`src/core/irk_regs.svh`:
```
// Named constants for the keypad infrared encoder: timing counts,
// register offsets and field positions.
// Assumes a 100 MHz clock that doubles as the oscillator.
`ifndef IRK_REGS_SVH
`define IRK_REGS_SVH

// Oscillator period and bit time
`define IRK_CLK_NS 10
`define IRK_BIT_NS 7680
`define IRK_BIT_CYC (`IRK_BIT_NS / `IRK_CLK_NS)
`define IRK_HALF_CYC (`IRK_BIT_CYC / 2)
`define IRK_STEP_CYC (`IRK_BIT_CYC / 8)
// Test speed-ups: scan by 3x2^3, latch readout by 3x2^7
`define IRK_STEP_FAST_CYC (`IRK_STEP_CYC / 24)
`define IRK_HALF_FAST_CYC (`IRK_HALF_CYC / 384)

// Sequence lengths in bit times or steps; the scan value is its last step index, eight steps
`define IRK_DEB_BITS 6'd16
`define IRK_SCAN_STEPS 3'd7
`define IRK_FRAME_BITS 4'd14
`define IRK_REP_LEAD 7'd62

// Carrier: one twelfth of the clock, three cycles of twelve high
`define IRK_CAR_LAST 4'hB
`define IRK_CAR_HIGH 4'h3

// Register offsets (byte addresses) and fields
`define IRK_CTRL_ADR 4'h0
`define IRK_STAT_ADR 4'h4
`define IRK_CTRL_EN 0
`define IRK_STAT_SYS 0
`define IRK_STAT_CMD 5
`define IRK_STAT_TOG 11
`define IRK_STAT_BUSY 12

`endif

```
`src/core/irk_pkg.sv`:
```
// Types shared by the keypad infrared encoder.
// Assumes irk_regs.svh supplies the numeric constants.
package irk_pkg;

  typedef enum logic [2:0] {
    IRK_IDLE,
    IRK_DEB,
    IRK_SCAN1,
    IRK_SCAN2,
    IRK_TX,
    IRK_WAIT
  } irk_state_t;

  typedef struct packed {
    logic [7:0] ks1;
    logic [7:0] ks2;
    logic [3:0] ss1;
    logic [3:0] ss2;
    logic [3:0] pin1;
    logic [3:0] pin2;
    irk_state_t st;
    logic [9:0] cnt;
    logic [9:0] bdiv;
    logic [5:0] bits;
    logic [6:0] rep;
    logic [2:0] step;
    logic half;
    logic [13:0] sh;
    logic [4:0] sys;
    logic [5:0] cmd;
    logic tog;
    logic sent;
    logic sys_hit;
    logic key_hit;
    logic [3:0] car;
    logic dout;
    logic doe;
    logic en;
    logic ack;
    logic [31:0] dat;
  } irk_reg_t;

endpackage

```
`src/core/irk_encoder.sv`:
```
// Keypad scanning infrared encoder: debounce, matrix scan, biphase frame
// serialiser, carrier modulation and a small Wishbone register slave.
// Assumes the matrix pins are external (synchronised here) and that the
// pad ring resolves open-drain and three-state outputs from the enables.
//
// The Wishbone register port and the address map were left to the implementer.
`timescale 1ns/100ps
`default_nettype none
`include "irk_regs.svh"

module irk_encoder (
  input wire logic clk_i,                  // 100 MHz oscillator clock
  input wire logic rst_i,                  // Synchronous reset, high
  input wire logic [7:0] key_sense_in_i,   // Key sense lines, low = pressed
  input wire logic [3:0] system_sense_in_i,// System sense lines
  input wire logic system_mode_select_i,   // High = single system mode
  input wire logic test_fast_scan_i,       // Test pin 1
  input wire logic test_fast_latch_read_i, // Test pin 2
  input wire logic osc_level_i,            // Oscillator pin level
  output logic [7:0] scan_drive_out_o,     // Driver level, always low
  output logic [7:0] scan_drive_oe_o,      // Driver conducting
  output logic key_pullup_en_o,            // Key sense pull-ups on
  output logic system_pullup_en_o,         // System sense pull-ups on
  output logic data_out_o,                 // Baseband biphase data
  output logic data_oe_o,                  // Baseband drive enable
  output logic modulated_data_out_o,       // Carrier-gated data
  output logic modulated_data_oe_o,        // Modulated drive enable
  input wire logic [3:0] wb_adr_i,         // Wishbone byte address
  input wire logic [31:0] wb_dat_i,        // Wishbone write data
  input wire logic [3:0] wb_sel_i,         // Wishbone byte selects
  input wire logic wb_we_i,                // Wishbone write
  input wire logic wb_cyc_i,               // Wishbone cycle
  input wire logic wb_stb_i,               // Wishbone strobe
  output logic [31:0] wb_dat_o,            // Wishbone read data
  output logic wb_ack_o                    // Wishbone acknowledge
);

  irk_pkg::irk_reg_t r;
  irk_pkg::irk_reg_t next_r;
  logic [7:0] klow;
  logic [3:0] slow;
  logic [3:0] slow_any;
  logic single;
  logic held;
  logic [4:0] hits;
  logic init;
  logic [9:0] step_len;
  logic [9:0] half_len;
  logic step_tick;
  logic half_tick;
  logic bit_tick;
  logic [2:0] kidx;
  logic [1:0] sidx;

  // Index of the lowest active line; callers only use it with one line low
  function automatic logic [2:0] low_idx8(input logic [7:0] v);
    logic [2:0] idx;
    idx = 3'h0;
    for (int i = 7; i >= 0; i--) begin
      if (v[i]) begin
        idx = 3'(i);
      end
    end
    return idx;
  endfunction

  // Synchronised pin views; only the second stage is ever read
  assign single = r.pin2[0];
  assign klow = ~r.ks2;
  assign slow_any = ~r.ss2;
  assign slow = single ? 4'h0 : slow_any;
  assign hits = 5'($countones(klow)) + 5'($countones(slow));
  assign held = (hits != 5'h0);
  assign init = r.pin2[1] & r.pin2[2] & r.pin2[3];
  assign kidx = low_idx8(klow);
  assign sidx = 2'(low_idx8({4'h0, slow_any}));

  // Unit lengths; test pins shorten scan steps and bit halves
  assign step_len = r.pin2[1] ? 10'(`IRK_STEP_FAST_CYC) : 10'(`IRK_STEP_CYC);
  assign half_len = r.pin2[2] ? 10'(`IRK_HALF_FAST_CYC) : 10'(`IRK_HALF_CYC);
  assign step_tick = (r.cnt == step_len - 10'h1);
  assign half_tick = (r.cnt == half_len - 10'h1);
  assign bit_tick = (r.bdiv == 10'(`IRK_BIT_CYC) - 10'h1);

  // Next-state logic for the whole block
  always_comb begin
    next_r = r;
    next_r.ks1 = key_sense_in_i;
    next_r.ks2 = r.ks1;
    next_r.ss1 = system_sense_in_i;
    next_r.ss2 = r.ss1;
    next_r.pin1 = {osc_level_i, test_fast_latch_read_i, test_fast_scan_i, system_mode_select_i};
    next_r.pin2 = r.pin1;
    next_r.cnt = r.cnt + 10'h1;
    next_r.car = (r.car == `IRK_CAR_LAST) ? 4'h0 : r.car + 4'h1;

    // Repetition clock runs from frame start so the period is fixed
    if (r.st == irk_pkg::IRK_TX || r.st == irk_pkg::IRK_WAIT || r.st == irk_pkg::IRK_SCAN1 ||
        r.st == irk_pkg::IRK_SCAN2) begin
      next_r.bdiv = bit_tick ? 10'h0 : r.bdiv + 10'h1;
      if (bit_tick) begin
        next_r.rep = r.rep + 7'h1;
      end
    end

    case (r.st)
      irk_pkg::IRK_IDLE: begin
        next_r.cnt = 10'h0;
        // Exactly one active key line, or system line outside single system mode, starts debounce; more is ignored
        if (r.en && hits == 5'h1) begin
          next_r.st = irk_pkg::IRK_DEB;
          next_r.bits = 6'h0;
        end
      end
      irk_pkg::IRK_DEB: begin
        // Drivers keep conducting so that a bounce shows as a release
        if (!held) begin
          next_r.st = irk_pkg::IRK_IDLE;
        end else if (r.cnt == 10'(`IRK_BIT_CYC) - 10'h1) begin
          next_r.cnt = 10'h0;
          next_r.bits = r.bits + 6'h1;
          if (r.bits == `IRK_DEB_BITS - 6'h1) begin
            next_r.st = irk_pkg::IRK_SCAN1;
            next_r.step = 3'h0;
            next_r.sys_hit = 1'b0;
            next_r.key_hit = 1'b0;
            next_r.rep = 7'h0;
            next_r.bdiv = 10'h0;
          end
        end
      end
      irk_pkg::IRK_SCAN1, irk_pkg::IRK_SCAN2: begin
        if (step_tick) begin
          next_r.cnt = 10'h0;
          next_r.step = r.step + 3'h1;
          // Sample at the end of each step; later steps overwrite earlier
          if (single && r.st == irk_pkg::IRK_SCAN1) begin
            if (slow_any != 4'h0) begin
              next_r.sys = {sidx, r.step};
              next_r.sys_hit = 1'b1;
            end
          end else if (klow != 8'h0) begin
            next_r.cmd = {kidx, r.step};
            next_r.key_hit = 1'b1;
          end else if (slow != 4'h0) begin
            next_r.sys = {sidx, r.step};
            next_r.sys_hit = 1'b1;
          end
          if (r.step == `IRK_SCAN_STEPS) begin
            next_r.step = 3'h0;
            if (r.st == irk_pkg::IRK_SCAN1) begin
              next_r.st = irk_pkg::IRK_SCAN2;
            end else if (!r.key_hit && !r.sys_hit && klow == 8'h0 && slow == 4'h0) begin
              next_r.st = irk_pkg::IRK_IDLE;
            end else if (single && !r.sys_hit) begin
              next_r.st = irk_pkg::IRK_IDLE;
            end else if (single && !r.key_hit && klow == 8'h0) begin
              next_r.st = irk_pkg::IRK_IDLE;
            end else begin
              // Frame: two start ones, control, system, command
              next_r.st = irk_pkg::IRK_TX;
              next_r.sh[13:12] = 2'b11;
              next_r.sh[11] = r.tog;
              next_r.sh[10:6] = next_r.sys;
              next_r.sh[5:0] = (next_r.key_hit && !single) || single ? next_r.cmd : 6'h3F;
              if (!single && !next_r.key_hit) begin
                next_r.sh[5:0] = 6'h3F;
                next_r.cmd = 6'h3F;
              end
              next_r.bits = 6'h0;
              next_r.half = 1'b0;
              next_r.rep = 7'h0;
              next_r.bdiv = 10'h0;
            end
          end
        end
      end
      irk_pkg::IRK_TX: begin
        // The frame always runs to its end, key or no key
        if (half_tick) begin
          next_r.cnt = 10'h0;
          next_r.half = ~r.half;
          if (r.half) begin
            next_r.sh = {r.sh[12:0], 1'b0};
            next_r.bits = r.bits + 6'h1;
            if (r.bits[3:0] == `IRK_FRAME_BITS - 4'h1) begin
              next_r.st = irk_pkg::IRK_WAIT;
              next_r.sent = 1'b1;
            end
          end
        end
      end
      irk_pkg::IRK_WAIT: begin
        next_r.cnt = 10'h0;
        if (!held) begin
          // Release between frames ends the burst and marks a new key
          next_r.st = irk_pkg::IRK_IDLE;
          if (r.sent) begin
            next_r.tog = ~r.tog;
            next_r.sent = 1'b0;
          end
        end else if (next_r.rep == `IRK_REP_LEAD) begin
          // Leave on the tick itself; a cycle late would stretch every period
          next_r.st = irk_pkg::IRK_SCAN1;
          next_r.step = 3'h0;
          next_r.sys_hit = 1'b0;
          next_r.key_hit = 1'b0;
        end
      end
      default: begin
        next_r.st = irk_pkg::IRK_IDLE;
      end
    endcase

    // Biphase: first half inverted, second half true; data rests low off-frame
    // so the carrier never toggles behind a floating pin
    next_r.doe = (next_r.st == irk_pkg::IRK_TX);
    next_r.dout = next_r.doe & (next_r.half ? next_r.sh[13] : ~next_r.sh[13]);

    // Test initialisation keeps the system and command latches
    if (init) begin
      next_r.st = irk_pkg::IRK_IDLE;
      next_r.cnt = 10'h0;
      next_r.bits = 6'h0;
      next_r.rep = 7'h0;
      next_r.bdiv = 10'h0;
      next_r.step = 3'h0;
      next_r.half = 1'b0;
      next_r.sh = 14'h0;
      next_r.tog = 1'b0;
      next_r.sent = 1'b0;
      next_r.sys_hit = 1'b0;
      next_r.key_hit = 1'b0;
      next_r.doe = 1'b0;
      next_r.dout = 1'b0;
    end

    // Wishbone slave: one wait state, unmapped reads give zero
    next_r.ack = wb_cyc_i & wb_stb_i & ~r.ack;
    next_r.dat = 32'h0;
    if (wb_cyc_i && wb_stb_i && !r.ack) begin
      if (wb_we_i && wb_adr_i == `IRK_CTRL_ADR && wb_sel_i[0]) begin
        next_r.en = wb_dat_i[`IRK_CTRL_EN];
      end
      if (!wb_we_i && wb_adr_i == `IRK_CTRL_ADR) begin
        next_r.dat[`IRK_CTRL_EN] = r.en;
      end
      if (!wb_we_i && wb_adr_i == `IRK_STAT_ADR) begin
        next_r.dat[`IRK_STAT_SYS +: 5] = r.sys;
        next_r.dat[`IRK_STAT_CMD +: 6] = r.cmd;
        next_r.dat[`IRK_STAT_TOG] = r.tog;
        next_r.dat[`IRK_STAT_BUSY] = (r.st != irk_pkg::IRK_IDLE);
      end
    end
  end

  // State register; the block comes up enabled and quiescent
  always_ff @(posedge clk_i) begin
    if (rst_i) begin
      r <= '0;
      r.ks1 <= 8'hFF;
      r.ks2 <= 8'hFF;
      r.ss1 <= 4'hF;
      r.ss2 <= 4'hF;
      r.st <= irk_pkg::IRK_IDLE;
      r.en <= 1'b1;
    end else begin
      r <= next_r;
    end
  end

  // Drivers conduct except during scan, where one at a time is on
  always_comb begin
    scan_drive_oe_o = 8'hFF;
    if (r.st == irk_pkg::IRK_SCAN1 || r.st == irk_pkg::IRK_SCAN2) begin
      scan_drive_oe_o = 8'h01 << r.step;
      if (single && r.st == irk_pkg::IRK_SCAN1) begin
        scan_drive_oe_o = 8'h01 << r.step;
      end
    end
  end

  assign scan_drive_out_o = 8'h00;
  assign key_pullup_en_o = ~(single && r.st == irk_pkg::IRK_SCAN1);
  assign system_pullup_en_o = ~single | (r.st == irk_pkg::IRK_SCAN1);
  assign data_out_o = r.dout;
  assign data_oe_o = r.doe;
  assign modulated_data_out_o = r.dout & (r.car < `IRK_CAR_HIGH);
  assign modulated_data_oe_o = r.doe;
  assign wb_ack_o = r.ack;
  assign wb_dat_o = r.dat;

endmodule
`default_nettype wire

```
`config.mk`:
```
export PLATFORM = sky130hd
export DESIGN_NAME = irk_encoder
export DESIGN_NICKNAME = d
export VERILOG_FILES = /design/src/core/irk_pkg.sv /design/src/core/irk_encoder.sv
export VERILOG_INCLUDE_DIRS = /design/src /design/src/core
export SDC_FILE = /design/constraint.sdc
export NUM_CORES = 1
export LEC_CHECK = 0
export ABC_AREA = 1
export BUFFER_PORTS_ARGS = -buffer_cell sky130_fd_sc_hd__buf_2
export CORE_MARGIN = 1.5
export CORE_UTILIZATION = 43
export CTS_CLUSTER_SIZE = 10
export DETAILED_ROUTE_END_ITERATION = 10
export PLACE_DENSITY_LB_ADDON = 0.08
export SETUP_SLACK_MARGIN = 0.2
export SYNTH_ARGS = -nofsm -noshare
export SYNTH_HDL_FRONTEND = slang
export SYNTH_SLANG_ARGS = --single-unit
```
`constraint.sdc`:
```
create_clock -name clk_i -period 10.1 [get_ports clk_i]
set_clock_uncertainty 0.05 [all_clocks]
set_input_delay 1.01 -clock clk_i [delete_from_list [all_inputs] [get_ports clk_i]]
set_output_delay 1.01 -clock clk_i [all_outputs]
set_load 0.02 [all_outputs]
```
* Yosys cells after proc, flatten, opt, wreduce, memory -nomap -nowiden
Index checks and enable logic that the tools add are counted.
W data, S select, Z words.
** Operators by class
- Add/subtract/negate cells :: 19
- Multiplexer cells :: 99
- Equal/unequal tests :: 36
- Reduce and logical (&&, ||, !) cells :: 54
- Order comparisons :: 1
- Shifts and indexed selects :: 1
- Bitwise logic cells :: 18
** Operator list (count)
- $mux W23 :: 4
- $mux W6 :: 13
- $mux W15 :: 5
- $mux W3 :: 22
- $mux W65 :: 1
- $mux W41 :: 1
- $mux W10 :: 4
- $pmux W10 S4 :: 1
- $mux W39 :: 1
- $mux W36 :: 1
- $pmux W15 S2 :: 1
- $ne A2 B2 Y1 const B :: 14
- $mux W13 :: 2
- $mux W2 :: 12
- $pmux W6 S4 :: 1
- $mux W7 :: 3
- $add A10 B1 Y10 const B :: 2
- $eq A10 B10 Y1 :: 2
- $eq A10 B10 Y1 const B :: 2
- $mux W5 :: 4
- $pmux W10 S2 :: 1
- $logic_and A1 B1 Y1 :: 16
- $pmux W3 S5 :: 1
- $mux W14 :: 1
- 54 further kinds :: 113
** Storage, ports and cells
- Logic and storage cells :: 257
- Flip-flop bits (word level) :: 141
- Input bits :: 61

* Logic depth before layout (Yosys ltp)
- Depth after elaboration :: 23
- Gate-level depth with buffers :: 22

* Least setup slack after synthesis
No wires, ideal clock.
- Path kind :: register to register
- From :: register r[125] (netlist bit)
- To :: register r[81] (netlist bit)
- Setup time :: 0.120 ns
- Stages on the path, launching flop included :: 21
- Path slack :: 5.706 ns
- Arrival time :: 4.224 ns
- Cell sequence :: dfxtp_1 > inv_1 > fa_1 > inv_1 > fa_1 > inv_1 > fa_1 > fa_1 > ha_1 > inv_1 > fa_1 > nor2_1 > nand2_1 > nand2_1 > nand2_1 > nor3_1 > nor2_1 > nor3_2 > nand3_2 > o21ai_0 > a21oi_1
** On the way
- Longest elaborated chain between the ends :: 9
** RTL lines
- from (decl) :: line irk_encoder.sv:38 : irk_pkg::irk_reg_t r;
- from (signal assigned) :: line irk_encoder.sv:268 : r <= next_r;
- $not A8 Y8 * :: line irk_encoder.sv:69 : assign klow = ~r.ks2;
- $add A1 B1 Y2 (not written as such) :: line irk_encoder.sv:72 : assign hits = 5'($countones(klow)) + 5'($countones(slow));
- $add A2 B2 Y3 (not written as such) :: line irk_encoder.sv:72
- $add A3 B3 Y4 (not written as such) :: line irk_encoder.sv:72
- $add A4 B3 Y5 :: line irk_encoder.sv:72
- $eq A5 B1 Y1 :: line irk_encoder.sv:110 : if (r.en && hits == 5'h1) begin
- $logic_and A1 B1 Y1 :: line irk_encoder.sv:110
- $ne A2 B2 Y1 (no source line)
- $reduce_and A12 Y1 (no source line) *
Mark *: on every way between the ends. The rest lies on a longest branch, timed or not.
A chain may end at the register's enable or synchronous reset.

* Final worst setup path
- From :: register r[109] (netlist bit)
- To :: register r[83] (netlist bit)
** On the way
- Longest elaborated chain between the ends :: 8
** RTL lines
- $mux W4 :: line irk_encoder.sv:71 : assign slow = single ? 4'h0 : slow_any;
- $add A1 B1 Y2 (not written as such) :: line irk_encoder.sv:72
- $add A2 B2 Y3 (not written as such) :: line irk_encoder.sv:72
- $add A4 B3 Y5 :: line irk_encoder.sv:72
- $eq A5 B1 Y1 :: line irk_encoder.sv:110
- $logic_and A1 B1 Y1 :: line irk_encoder.sv:110
- $ne A2 B2 Y1 (no source line)
- $reduce_and A12 Y1 (no source line) *
Marks and branches as above.

==> key figures <==
Worst hold path
  • HP Class: reg -> reg

Global routing
  • Global-route wire length before repair: roughly 24000 um
  • Vias in the first global route: between 4000 and 5000
  • Initial antenna violation count: 1
  • Largest net degree at the start of global routing: between 40 and 50
  • Total gr overflow: 0
  • GRT Overall Usage: about a fifth

CTS
  • Post_cts resized: 0
  • Root Driver: clkbuf_16
  • Cts hold-fix bufs: 0
  • Skew-Pair Late Insertion Delay: ~0.42 ns
  • Clock buffer count from CTS: 17
  • Setup Buffers After CTS: 0
  • Max clock buf depth: 2
  • Clock-pin slew on the worst setup and hold paths: roughly 0.06 ns
  • CTS tree: built
  • Sink Count: roughly 120
  • Htree depth: 4

Routing
  • Routed Antenna Nets: 0
  • Drt via density: 4.84
  • Post-route DRC: 0
  • DRT iter0 DRCs: 347
  • DR WL/cell: roughly 12 um
  • Via Count: 5376
  • Post-Route WL: between 10000 and 15000 um
  • DRT Pass-1 Iters: 5

Run
  • MaxCap Viol Count: 0

Yosys
  • Leading area contributor after synthesis: dfxtp_1
  • Synth area leaders: dfxtp_1, nand2_1, inv_1
  • Avg Cell Area, Syn: between 7 and 8 um^2
  • Mapped Cells: 874
  • Seq cells post-synth: about 120
  • Post-synth top area share: 38.2%
  • Synth Cell Area: 0.00639 mm^2
  • Asr flop ratio synth: 0%
  • Most used flip-flop cell after synthesis: dfxtp_1
  • Ys Warns: 0
  • EDFF count, synth: 0
  • Seq/Total Area, Yosys: a little under two fifths
  • Post-synth cell types: 47

Floorplanning
  • Rows: 44
  • Die H: ~120 um
  • Core area: between 0.01 and 0.015 mm^2
  • Initial Util: a little over two fifths
  • Die X: 125 um
  • Die area: ~0.016 mm^2
  • Top-Level Pins: ~120

Critical path
  • CP Max Fanout: 9
  • Worst Setup End Kind: flop
  • WS Path Type: reg -> reg
  • WP data arrival: about 5.2 ns
  • WP data required: approximately 10 ns
  • Kind of launch point of the worst setup path: flop

Timing
  • Fin. Hold Viols: 0
  • Unrepaired setup endpoints after global routing: false
  • Final Cycle Share: 49.0%
  • Fmax achieved: between 200 and 250 MHz
  • Max_slew headroom: about a third
  • Final setup viols: 0
  • Setup_tns: 0 ns
  • Final hold slack: between 0.3 and 0.4 ns
  • Worst-margin pin slew: ~0.99 ns
  • Min Tclk post-route: ~5.0 ns
  • Final slew viol count: 0

Placed design
  • Port buffer count: 54
  • Dpl hpwl: approximately 10000 um
  • RD Place Congestion: between 0.8 and 0.9

Layout
  • Layout Nets: 999
  • Layout cells sized above 1: between 15 and 20%
  • Diodes inserted: 0
  • Most common cell after layout, fill and taps aside: nand2_1
  • Layout Area Growth over Synthesis: 13.0%
  • Commonest non-fill, non-tap cells in the layout: nand2_1, dfxtp_1, inv_1, nor2_1, a21oi_1

Outcome
  • Status: completed

Power and ir drop
  • VDD IR max: approximately 0.00012 V
  • Leakage: between 3 and 4 nW
  • Pwr Density: around 190 mW/mm^2
-- critical path, stage by stage (launching register included) --
cell	delay, ns
dfxtp_1	0.53
nor2_1	0.09
inv_1	0.10
fa_1	0.43
fa_1	0.49
inv_1	0.05
fa_1	0.48
fa_1	0.52
ha_1	0.17
inv_1	0.06
fa_1	0.38
nor2_1	0.10
nand2_1	0.05
nand2_1	0.10
nand2_1	0.06
nor3_1	0.28
nor2_1	0.09
nor3_2	0.27
nand3_2	0.24
o21ai_0	0.23
a21oi_1	0.05
-- cell families (layout without fill, tap and decap cells) --
logic type                 Yosys count  count (layout)  share of synthesized area [%]
AOI/OAI and AO/OA                  126             126                           10.9
other                                1              27                         0.0587
adders and majority gates           24              24                           5.52
xor gates and xnor gates            12              12                           1.76
DFF                                122             122                           38.2
and+or+nand+nor                    402             402                           29.5
buffers and inverters              187             214                           14.1
-- through the flow --
step / cell area (um^2) / worst slack (ns) / utilization [%] / total power, mW / instances
4_1_cts: 7220 / 5.14 / 49.7 / 1.40 / 1111
3_3_place_gp: 6580 / 5.25 / 45.3 / 0.739 / 1079
3_5_place_dp: 6580 / 5.18 / 45.3 / 0.745 / 1079
6_report: 7220 / 5.15 / 49.7 / 1.39 / 1111
5_1_grt: 7220 / 4.77 / 49.7 / 1.46 / 1111
2_1_floorplan: 6490 / 5.71 / - / 0.698 / 900
-- synthesized netlist by cell type, types with 2 or more instances --
| master | n |
|---|---|
| nand2_1 | 149 |
| dfxtp_1 | 122 |
| inv_1 | 121 |
| nor2_1 | 120 |
| a21oi_1 | 63 |
| buf_4 | 43 |
| nand3_1 | 41 |
| o21ai_0 | 35 |
| or2_2 | 28 |
| ha_1 | 17 |
| nor3_1 | 13 |
| nand4_1 | 11 |
| clkbuf_1 | 8 |
| fa_1 | 7 |
| inv_2 | 7 |
| xor2_1 | 7 |
| o211ai_1 | 6 |
| nand2_2 | 5 |
| nand2_4 | 5 |
| nand3_2 | 5 |
| o21ai_1 | 5 |
| buf_2 | 4 |
| nand3b_1 | 4 |
| nor2_2 | 4 |
| nor3b_1 | 4 |
| xnor2_1 | 4 |
| a31oi_1 | 3 |
| nor2_4 | 3 |
| nor3_2 | 3 |
| o22ai_1 | 3 |
| a211oi_1 | 2 |
| and3_1 | 2 |
| clkbuf_8 | 2 |
| nand3_4 | 2 |
| o21a_1 | 2 |
| o21ai_2 | 2 |
| o21bai_1 | 2 |
-- area by class of cell --
type / count / area, um^2
Timing Repair Buffer: 54 / 270
Clock inverter: 13 / 189
Multi-Input combinational cell: 591 / 3160
Tap cell: 184 / 230
Fill cell: 1416 / 7310
Inverter: 128 / 480
Sequential cell: 122 / 2440
Clock buffer: 19 / 453
-- worst paths after layout --
path | start | slack [ns] | end | cells past startpoint
worst max-delay path | r[109]$_SDFF_PP0_ | 5.15 | r[83]$_SDFFE_PP0P_ | 20
worst min-delay path | next_r[109]$_SDFF_PP0_ | 0.35 | r[109]$_SDFF_PP0_ | 2
worst max register to register | r[109]$_SDFF_PP0_ | 5.15 | r[83]$_SDFFE_PP0P_ | 20
worst min register to register | next_r[109]$_SDFF_PP0_ | 0.35 | r[109]$_SDFF_PP0_ | 2
-- state kept, by name (all words and copies together), names as in the netlist --
| signal | flops |
|---|---|
| data_oe_o | 1 |
| data_out_o | 1 |
| next_r | 16 |
| r | 90 |
| wb_ack_o | 1 |
| wb_dat_o | 13 |
-- metal layers --
layer	GRT usage [%]	up-vias	wire length [um]
li1	-	2781	-
met1	25.0	2441	6770
met2	28.8	139	6080
met3	5.50	15	788
met4	6.68	0	187
met5	0	-	0
-- report_power, final --
| part | internal (mW) | switching [mW] |
|---|---|---|
| Combinational | 0.0670 | 0.142 |
| Sequential | 0.503 | 0.0223 |
| Clock | 0.428 | 0.226 |
Note: power is estimated with default switching activity, not from simulation.
